<file path="config.mk">
export PLATFORM = sky130hd
export DESIGN_NAME = brs_sequencer
export DESIGN_NICKNAME = d
export VERILOG_FILES = /design/src/brs_pkg.sv /design/src/brs_addr_map.sv /design/src/brs_sequencer.sv
export SDC_FILE = /design/constraint.sdc
export NUM_CORES = 1
export LEC_CHECK = 0
export BUFFER_PORTS_ARGS = -buffer_cell sky130_fd_sc_hd__buf_2
export CAP_MARGIN = 20
export CORE_AREA = 2 2 101 103
export CTS_BUF_LIST = sky130_fd_sc_hd__clkbuf_4
export DETAILED_ROUTE_END_ITERATION = 10
export DIE_AREA = 0 0 103 105
export PLACE_DENSITY_LB_ADDON = 0.2
export SLEW_MARGIN = 20
export SYNTH_ARGS = -nofsm -noshare
export SYNTH_HDL_FRONTEND = slang
export SYNTH_SLANG_ARGS = --single-unit
</file>
<file path="constraint.sdc">
create_clock -name clk -period 2 [get_ports clk]
set_input_delay 0.4 -clock clk [delete_from_list [all_inputs] [get_ports clk]]
set_output_delay 0.4 -clock clk [all_outputs]
set_load 0.005 [all_outputs]
</file>
<file path="src/brs_pkg.sv">
// Constants and types for the boot reset sequencer.
// Assumes a single 125 MHz clock taken from the primary clock input.
// Operation
// Hold everything in reset until supply good
// System clock comes from primary clock input
// Strap selects crystal or external clock source
// Crystal: extend reset until oscillator settles
// External clock: release without settling delay
// All PLLs disabled on leaving reset
// All module clocks ungated, undivided at release
// First fetch at virtual address 0xa0000000
// Fixed segment untranslated, uncached, maps to zero
// Physical zero routes to static select zero
// Internal reset released synchronously on one edge
package brs_pkg;
    localparam int          BRS_CLK_MHZ       = 125;
    localparam int          BRS_SETTLE_US     = 1000;
    localparam int          BRS_SETTLE_CYC    = BRS_SETTLE_US * BRS_CLK_MHZ;
    localparam int          BRS_CNT_W         = 24;
    localparam int          BRS_NUM_PLL       = 2;
    localparam int          BRS_NUM_MOD       = 16;
    localparam int          BRS_DIV_W         = 4;
    localparam logic [31:0] BRS_RESET_VADDR   = 32'ha000_0000;
    localparam logic [31:0] BRS_SEG_VBASE     = 32'ha000_0000;
    localparam logic [31:0] BRS_SEG_SIZE      = 32'h2000_0000;
    localparam logic [31:0] BRS_PHYS_BASE     = 32'h0000_0000;
    localparam logic [31:0] BRS_SEL0_SIZE     = 32'h0400_0000;
    localparam logic        BRS_STRAP_CRYSTAL = 1'b0;

    typedef enum logic [1:0] {
        BRS_POR    = 2'b00,
        BRS_SETTLE = 2'b01,
        BRS_RUN    = 2'b11
    } brs_state_t;

    typedef struct packed {
        logic [BRS_NUM_PLL-1:0]           pll_en;
        logic [BRS_NUM_MOD-1:0]           clk_gate_en;
        logic [BRS_NUM_MOD*BRS_DIV_W-1:0] clk_div;
    } brs_clk_cfg_t;

    typedef struct packed {
        logic [31:0] vaddr;
        logic [31:0] paddr;
        logic        uncached;
        logic        untranslated;
        logic        sel_zero;
    } brs_fetch_t;
endpackage : brs_pkg

</file>
<file path="src/brs_addr_map.sv">
// Fixed-segment address translation and boot chip-select decode.
// Assumes the virtual address is held stable by the fetch logic.
`timescale 1ns/1ps
module brs_addr_map (
    // Address in
    input  wire logic [31:0]        vaddr,
    // Translated fetch
    output brs_pkg::brs_fetch_t     fetch
);
    import brs_pkg::*;

    logic        in_seg;
    logic [31:0] paddr;

    // Fixed segment bypasses translation and caching
    assign in_seg = (vaddr >= BRS_SEG_VBASE) &&
                    ((vaddr - BRS_SEG_VBASE) < BRS_SEG_SIZE);
    assign paddr  = in_seg ? (vaddr - BRS_SEG_VBASE + BRS_PHYS_BASE)
                           : vaddr;

    always_comb begin
        fetch              = '0;
        fetch.vaddr        = vaddr;
        fetch.paddr        = paddr;
        fetch.uncached     = in_seg;
        fetch.untranslated = in_seg;
        fetch.sel_zero     = (paddr >= BRS_PHYS_BASE) &&
                             ((paddr - BRS_PHYS_BASE) < BRS_SEL0_SIZE);
    end
endmodule : brs_addr_map

</file>
<file path="src/brs_sequencer.sv">
// Power-up reset sequencer: holds reset, waits for a crystal to settle,
// releases a synchronous system reset and presents boot defaults.
// Assumes clk is the primary clock input and rst follows the
// power-on detector; strap and supply flag are asynchronous pins.
`timescale 1ns/1ps
module brs_sequencer #(
    parameter int SETTLE_CYC = brs_pkg::BRS_SETTLE_CYC
) (
    // Clock and reset
    input  wire logic                 clk,
    input  wire logic                 rst,
    input  wire logic                 clk_en,
    // Pins
    input  wire logic                 supply_good,
    input  wire logic                 oscillator_select_strap,
    // Fetch address from processor
    input  wire logic [31:0]          fetch_vaddr,
    // Reset, clock and boot vector outputs
    output logic                      sys_rst,
    output logic                      sys_clk_sel_primary,
    output brs_pkg::brs_clk_cfg_t     clk_cfg,
    output logic [31:0]               boot_pc,
    output logic                      crystal_mode,
    // Fetch decode
    output brs_pkg::brs_fetch_t       fetch
);
    import brs_pkg::*;

    logic                 sup_s1_q;
    logic                 sup_s2_q;
    logic                 strap_s1_q;
    logic                 strap_s2_q;
    logic                 crystal_q;
    brs_state_t           state_q;
    brs_state_t           state_d;
    logic [BRS_CNT_W-1:0] cnt_q;
    logic                 rst_q;
    logic [31:0]          pc_q;
    logic                 pll_q [BRS_NUM_PLL];
    logic                 gate_q [BRS_NUM_MOD];
    logic [BRS_DIV_W-1:0] div_q [BRS_NUM_MOD];
    brs_clk_cfg_t         cfg_w;
    logic                 settled;

    // Two-stage synchronisers for the pins
    always_ff @(posedge clk) begin
        if (rst) begin
            sup_s1_q   <= 1'b0;
            sup_s2_q   <= 1'b0;
            strap_s1_q <= 1'b1;
            strap_s2_q <= 1'b1;
        end else if (clk_en) begin
            sup_s1_q   <= supply_good;
            sup_s2_q   <= sup_s1_q;
            strap_s1_q <= oscillator_select_strap;
            strap_s2_q <= strap_s1_q;
        end
    end

    // Strap is captured while still held in reset
    always_ff @(posedge clk) begin
        if (rst) begin
            crystal_q <= 1'b0;
        end else if (clk_en && state_q == BRS_POR) begin
            crystal_q <= (strap_s2_q == BRS_STRAP_CRYSTAL);
        end
    end

    assign settled = (cnt_q >= BRS_CNT_W'(SETTLE_CYC - 1));

    always_comb begin
        state_d = state_q;
        case (state_q)
            BRS_POR: begin
                if (sup_s2_q) begin
                    state_d = (strap_s2_q == BRS_STRAP_CRYSTAL)
                              ? BRS_SETTLE : BRS_RUN;
                end
            end
            BRS_SETTLE: begin
                if (settled) begin
                    state_d = BRS_RUN;
                end
            end
            BRS_RUN: begin
                state_d = BRS_RUN;
            end
            default: begin
                state_d = BRS_POR;
            end
        endcase
        if (!sup_s2_q) begin
            state_d = BRS_POR;
        end
    end

    always_ff @(posedge clk) begin
        if (rst) begin
            state_q <= BRS_POR;
        end else if (clk_en) begin
            state_q <= state_d;
        end
    end

    // Settling counter runs only in the crystal wait
    always_ff @(posedge clk) begin
        if (rst) begin
            cnt_q <= '0;
        end else if (clk_en) begin
            if (state_q == BRS_SETTLE && !settled) begin
                cnt_q <= cnt_q + 1'b1;
            end else if (state_q != BRS_SETTLE) begin
                cnt_q <= '0;
            end
        end
    end

    // Registered reset drops on one clock edge for all modules
    always_ff @(posedge clk) begin
        if (rst) begin
            rst_q <= 1'b1;
        end else if (clk_en) begin
            rst_q <= (state_d != BRS_RUN);
        end
    end

    // Boot vector reloads on every clk_en cycle spent in reset
    always_ff @(posedge clk) begin
        if (rst) begin
            pc_q <= BRS_RESET_VADDR;
        end else if (clk_en && rst_q) begin
            pc_q <= BRS_RESET_VADDR;
        end
    end

    // PLLs stay off until boot code turns them on
    for (genvar p = 0; p < BRS_NUM_PLL; p++) begin : g_pll
        always_ff @(posedge clk) begin
            if (rst) begin
                pll_q[p] <= 1'b0;
            end else if (clk_en && rst_q) begin
                pll_q[p] <= 1'b0;
            end
        end
    end

    // Every module clock leaves reset running and undivided
    for (genvar m = 0; m < BRS_NUM_MOD; m++) begin : g_mod
        always_ff @(posedge clk) begin
            if (rst) begin
                gate_q[m] <= 1'b0;
                div_q[m]  <= '0;
            end else if (clk_en && rst_q) begin
                gate_q[m] <= 1'b1;
                div_q[m]  <= '0;
            end
        end
    end

    // Gather the per-module defaults into the carrier
    always_comb begin
        cfg_w = '0;
        for (int i = 0; i < BRS_NUM_PLL; i++) begin
            cfg_w.pll_en[i] = pll_q[i];
        end
        for (int i = 0; i < BRS_NUM_MOD; i++) begin
            cfg_w.clk_gate_en[i]                    = gate_q[i];
            cfg_w.clk_div[i*BRS_DIV_W +: BRS_DIV_W] = div_q[i];
        end
    end

    brs_addr_map u_map (
        .vaddr (fetch_vaddr),
        .fetch (fetch)
    );

    assign sys_rst             = rst_q;
    assign sys_clk_sel_primary = 1'b1;
    assign clk_cfg             = cfg_w;
    assign boot_pc             = pc_q;
    assign crystal_mode        = crystal_q;
endmodule : brs_sequencer

</file>
[Yosys cells after proc, flatten, opt, wreduce, memory -nomap -nowiden]
Memory sizes are Yosys's and may differ from the RTL's.
Cells that the tools add are included.
Storage, ports and cells
  logic and storage cells: 74
  memory bits (writable): 16
  output and inout port bits: 184
  memories kept: 1
  input bits: 37
  bits in registers: 32
Operators by class
  add/sub/neg operators: 2
  eq/ne operators: 4
  reductions and logical operators: 9
  order comparisons: 5
  multiplexer cells: 28
  bitwise gates (word level): 17
Memories
  gate_q: depth 16, width 1, read ports 16, clocked after memory_dff 0, wr ports 16, RTL line brs_sequencer.sv:40  | logic gate_q [BRS_NUM_MOD];
Operator list (number)
  $mux W24: 2
  $ge A32 B1 Y1 const B: 1
  $ge A32 B32 Y1 const B: 1
  $lt A32 B27 Y1 const B: 1
  $lt A32 B30 Y1 const B: 1
  $mux W32: 1
  $sub A32 B32 Y32 const B: 1
  $add A24 B1 Y24 const B: 1
  $ge A24 B17 Y1 const B: 1
  $mux W1: 21
  $or A1 B1 Y1: 16
  $mux W2: 3
  $pmux W2 S3: 1
  $logic_and A1 B1 Y1: 5
  $eq A2 B1 Y1 const B: 1
  $eq A2 B2 Y1 const B: 1
  $logic_not A2 Y1: 1
  $ne A2 B1 Y1 const B: 1
  $ne A2 B2 Y1 const B: 1
  $reduce_and A2 Y1: 1
  $reduce_bool A2 Y1: 1
  $logic_not A1 Y1: 1
  $not A1 Y1: 1

[Longest topological paths before layout]
  depth after elaboration: 6
  gate-level depth with buffers: 6
  gate-level depth less buffers: 6

[Modules after synthesis]
A second synthesis with hierarchy kept.
Unflattened totals
  cells, all modules: 367
  area, all modules: 2994.1 sq um
Modules (own cells, without submodules)
  brs_sequencer: seq. area each 690.7 sq um, area each 2443.6 sq um, cells each 293, times used 1
  brs_addr_map: seq. area each 0.0 sq um, area each 550.5 sq um, cells each 74, times used 1

[Least setup slack after synthesis]
No wires, ideal clock.
  path type: reg2reg
  from: reg cnt_q[8]
  to: reg cnt_q[8]
  arrival: 1619 ps
  path slack: 309 ps
  library setup time: 72 ps
  period minus slack after synthesis: 1691 ps
  stages on the path, launching flop included: 6
  data required time: 1928 ps
  buffers on the path: 0
  path through: dfxtp_1 > or4_1 > a2111oi_4 > o21ai_1 > nand4_1 > mux2i_1
On the way
  word-level cells in the longest chain between the ends: 5
  elaborated cells on any way between the ends: 7
  classes of those cells: add/sub: 1; order compare: 1; mux: 1; reduce/logical: 4
RTL lines
  start: declaration: RTL line brs_sequencer.sv:36  | logic [BRS_CNT_W-1:0] cnt_q;
  start signal: assignment: RTL line brs_sequencer.sv:111  | cnt_q <= cnt_q + 1'b1;
  $ge A24 B17 Y1: RTL line brs_sequencer.sv:69  | assign settled = (cnt_q >= BRS_CNT_W'(SETTLE_CYC - 1));
  $logic_not A1 Y1: RTL line brs_sequencer.sv:110  | if (state_q == BRS_SETTLE && !settled) begin
  $logic_and A1 B1 Y1: RTL line brs_sequencer.sv:110
  $reduce_bool A2 Y1 (no line)
  $reduce_and A2 Y1 (no line)
Several ways; a longest one is shown, not always the timed one.
A chain may end at the register's enable or synchronous reset.

==> flow_summary.yaml <==
status:
  status: "completed"
setup_path:
  timing.critical_path.arrival_ns: 1.52
  slowest_stage: "ha_1"
  path_class: "in -> out"
  crit_family: "buffers and inverters"
  start_kind: "primary input"
  cp_cell_sequence: "buf_2 -> inv_1 -> ha_1 -> nand4b_1 -> inv_1 -> nor2_1 -> nor4_1 -> buf_2"
  critPathMaxStageDelay_ns: 0.27
  cp_max_fo: 4
  critPathCaptureType: "primary output"
  critPathRequiredTime_ns: 1.60
  critical_path_buf_inv_count: 4
yosys:
  synth-xor-area-share: 0.02033
  yosys.area_share.simple: 0.1473
  synth_area_leaders: "buf_4 (44%), dfxtp_1 (22%), nor2_1 (2.7%), mux2i_1 (2.3%), xnor2_1 (2.0%)"
  synthMuxAreaShare: 0.02324
  synth_top_area_cell: "buf_4"
  ys_seq_elements: 34
  synth_flop_cell: "dfxtp_1"
  synth_top_area_share: 0.4432
  yosysSeqAreaShare: 0.2290
  synth_cell_types: 45
  synthTopCellsByCount: "buf_4 (178), dfxtp_1 (33), nor2_1 (22), nand2_1 (14), inv_1 (12)"
  synth_top_family_by_area: "buffers and inverters"
  async_reset_ff_frac: 0
  syn-cell-area_um2: 3015
  netlist_instances: 365
  synth_area_per_cell_um2: 8.261
  synth_edf_count: 1
  yosysWarnings: 0
  synthAdderAreaFrac: 0.008299
  synth_compound_area_frac: 0.1033
  synth.most_common_cell: "buf_4"
pwr:
  ir_drop_mv: 0.2285
  total_leakage_power_nw: 1.266
  combPwrFrac: 0.141
  p_seq_frac: 0.494
  p_int_mw: 1.026
  p_sw_frac: 0.2812
  switchingPower_mw: 0.4015
  clkPwrFrac: 0.364
  power.density_nw_per_um2: 546.5
timing:
  setup_viol: 0
  max_freq_ghz: 0.5217
  tightest_slew_ns: 0.5111
  fin_tns_setup_ns: 0
  min_period_ns: 1.917
  drv_slew: 0
  rsz0062_at_grt: "false"
  clock_skew_ns: 0.01753
  worst_slew_margin_rel: 0.6584
  holdWs_ns: 0.2665
  min_period_over_period: 0.9585
  finalHoldViolCount: 0
die:
  rows: 36
  start_util: 0.3128
  die_h_um: 105
  core-area_um2: 9639
  die_width_um: 103
  io_pins: 221
  die_area_um2: 10820
place:
  hpwl_um: 4310
  port-buffer-count: 43
  gp_congestion: 0.7850
cells_and_area:
  area.growth.synth_to_final_pct: -13.36
  antenna_cells: 0
  top_regs: "cnt_q (24), gate_q (2), state_q (2)"
  drive_gt1_frac: 0.2238
  top_register: "cnt_q"
  finalNetCount: 382
  largest_reg_flops: 24
cts:
  root_buffer: "clkbuf_4"
  clk_latency_ns: 0.35
  clkTransAtPathRegs_ns: 0.13
  htreeDepth: 2
  cts_buffer_depth: 2
  numCtsBuffers: 5
  cts_sinks: 34
  cts_tree: "done"
  ctsHoldBuffers: 0
route:
  drc_errors: 0
  dr.pass1.iters: 4
  postRouteAntennaNets: 0
  drtIter0Drc: 61
  vias_per_cell: 3.811
  wire_per_inst_um: 11.16
  routed_wl_um: 5324
  vias: 1818
min_path:
  hp-class: "in -> reg"
global_routing:
  antenna_found_initial: 0
  grt_usage: 0.08907
  grt_pass1_vias: 1460
  grt_max_degree: 16
  grt-ovfl-total: 0
  grt_pass1_wl_um: 7562
run:
  drv_cap: 0
placed cells by master, fill, tap and decap left out, types with 4 or more instances in the layout:
cell | netlist | layout
conb_1 | 2 | 99
buf_2 | 1 | 43
dfxtp_1 | 33 | 33
nor2_1 | 22 | 22
buf_4 | 178 | 15
nand2_1 | 14 | 14
inv_1 | 12 | 12
a21oi_1 | 10 | 10
xnor2_1 | 7 | 7
o21ai_0 | 7 | 7
mux2i_1 | 7 | 7
and2_1 | 6 | 6
nand3_1 | 5 | 5
a211oi_1 | 5 | 5
nand4_1 | 5 | 5
clkbuf_4 | 0 | 5
or3_1 | 4 | 4
nand2b_1 | 4 | 4
and3_1 | 4 | 4
a31oi_1 | 4 | 4
metal layers:
metal,part of all wire,GRT usage,vias to the layer above
met4,0.015,0.02914,0
met5,0,0,-
met1,0.39,0.1026,825
met3,0.10,0.03746,9
met2,0.50,0.1470,98
li1,-,-,886
power by group through the flow:
stage                     Combinational, mW  Clock [mW]  Sequential, mW
after floorplan                       0.391           0           0.720
after global placement                0.197           0           0.721
final                                 0.202       0.520           0.706
after global routing                  0.236       0.573           0.710
after CTS                             0.198       0.543           0.706
after detailed placement              0.198           0           0.722
final timing paths:
kind,from,end,slack (ns),cells past startpoint
min reg2reg,strap_s2_q$_SDFFE_PP1P_,crystal_mode$_SDFFE_PP0P_,0.47,1
min,oscillator_select_strap,strap_s1_q$_SDFFE_PP1P_,0.27,3
max reg2reg,cnt_q[8]$_SDFFE_PP0P_,cnt_q[2]$_SDFFE_PP0P_,0.17,5
max,fetch_vaddr[29],fetch[0],0.08,8
kinds of logic after synthesis:
| kind of cell | count (synthesis) |
|---|---|
| XOR/XNOR | 7 |
| AND/OR/NAND/NOR | 78 |
| other | 2 |
| buffers and inverters | 196 |
| flip-flops | 34 |
| multiplexers | 7 |
| AO/OA/AOI/OAI | 39 |
| adder cells (fa/ha/maj) | 2 |
area by class of cell:
class,count,area [µm²]
Timing Repair Buffer,58,327.8
Clock inverter,3,45.04
Clock buffer,5,37.54
Multi-Input combinational cell,232,1300
Fill cell,1074,7027
Sequential cell,34,690.7
Tap cell,133,166.4
Inverter,12,45.04
tightest hold or removal path, cell delays in order:
cell and delay, ns:
buf_2 0.08, mux2i_1 0.06, nand2_1 0.06
timing repair:
item / CTS / global route
resized for setup: 0 / 3
setup buffers: 0 / 1
endpoints found under the setup margin: 0 / 7
metrics by stage:
stage	util	cells	total power, mW	setup slack, ns	instance area (µm²)
after CTS	0.2686	476	1.447	0.08666	2589
final	0.2710	477	1.428	0.08305	2613
after global placement	0.2600	468	0.9181	0.1014	2506
after floorplan	-	462	1.111	0.3093	3379
after detailed placement	0.2600	468	0.9193	0.09203	2506
after global routing	0.2710	477	1.519	0.02444	2613
Note: power is estimated with default switching activity, not from simulation.
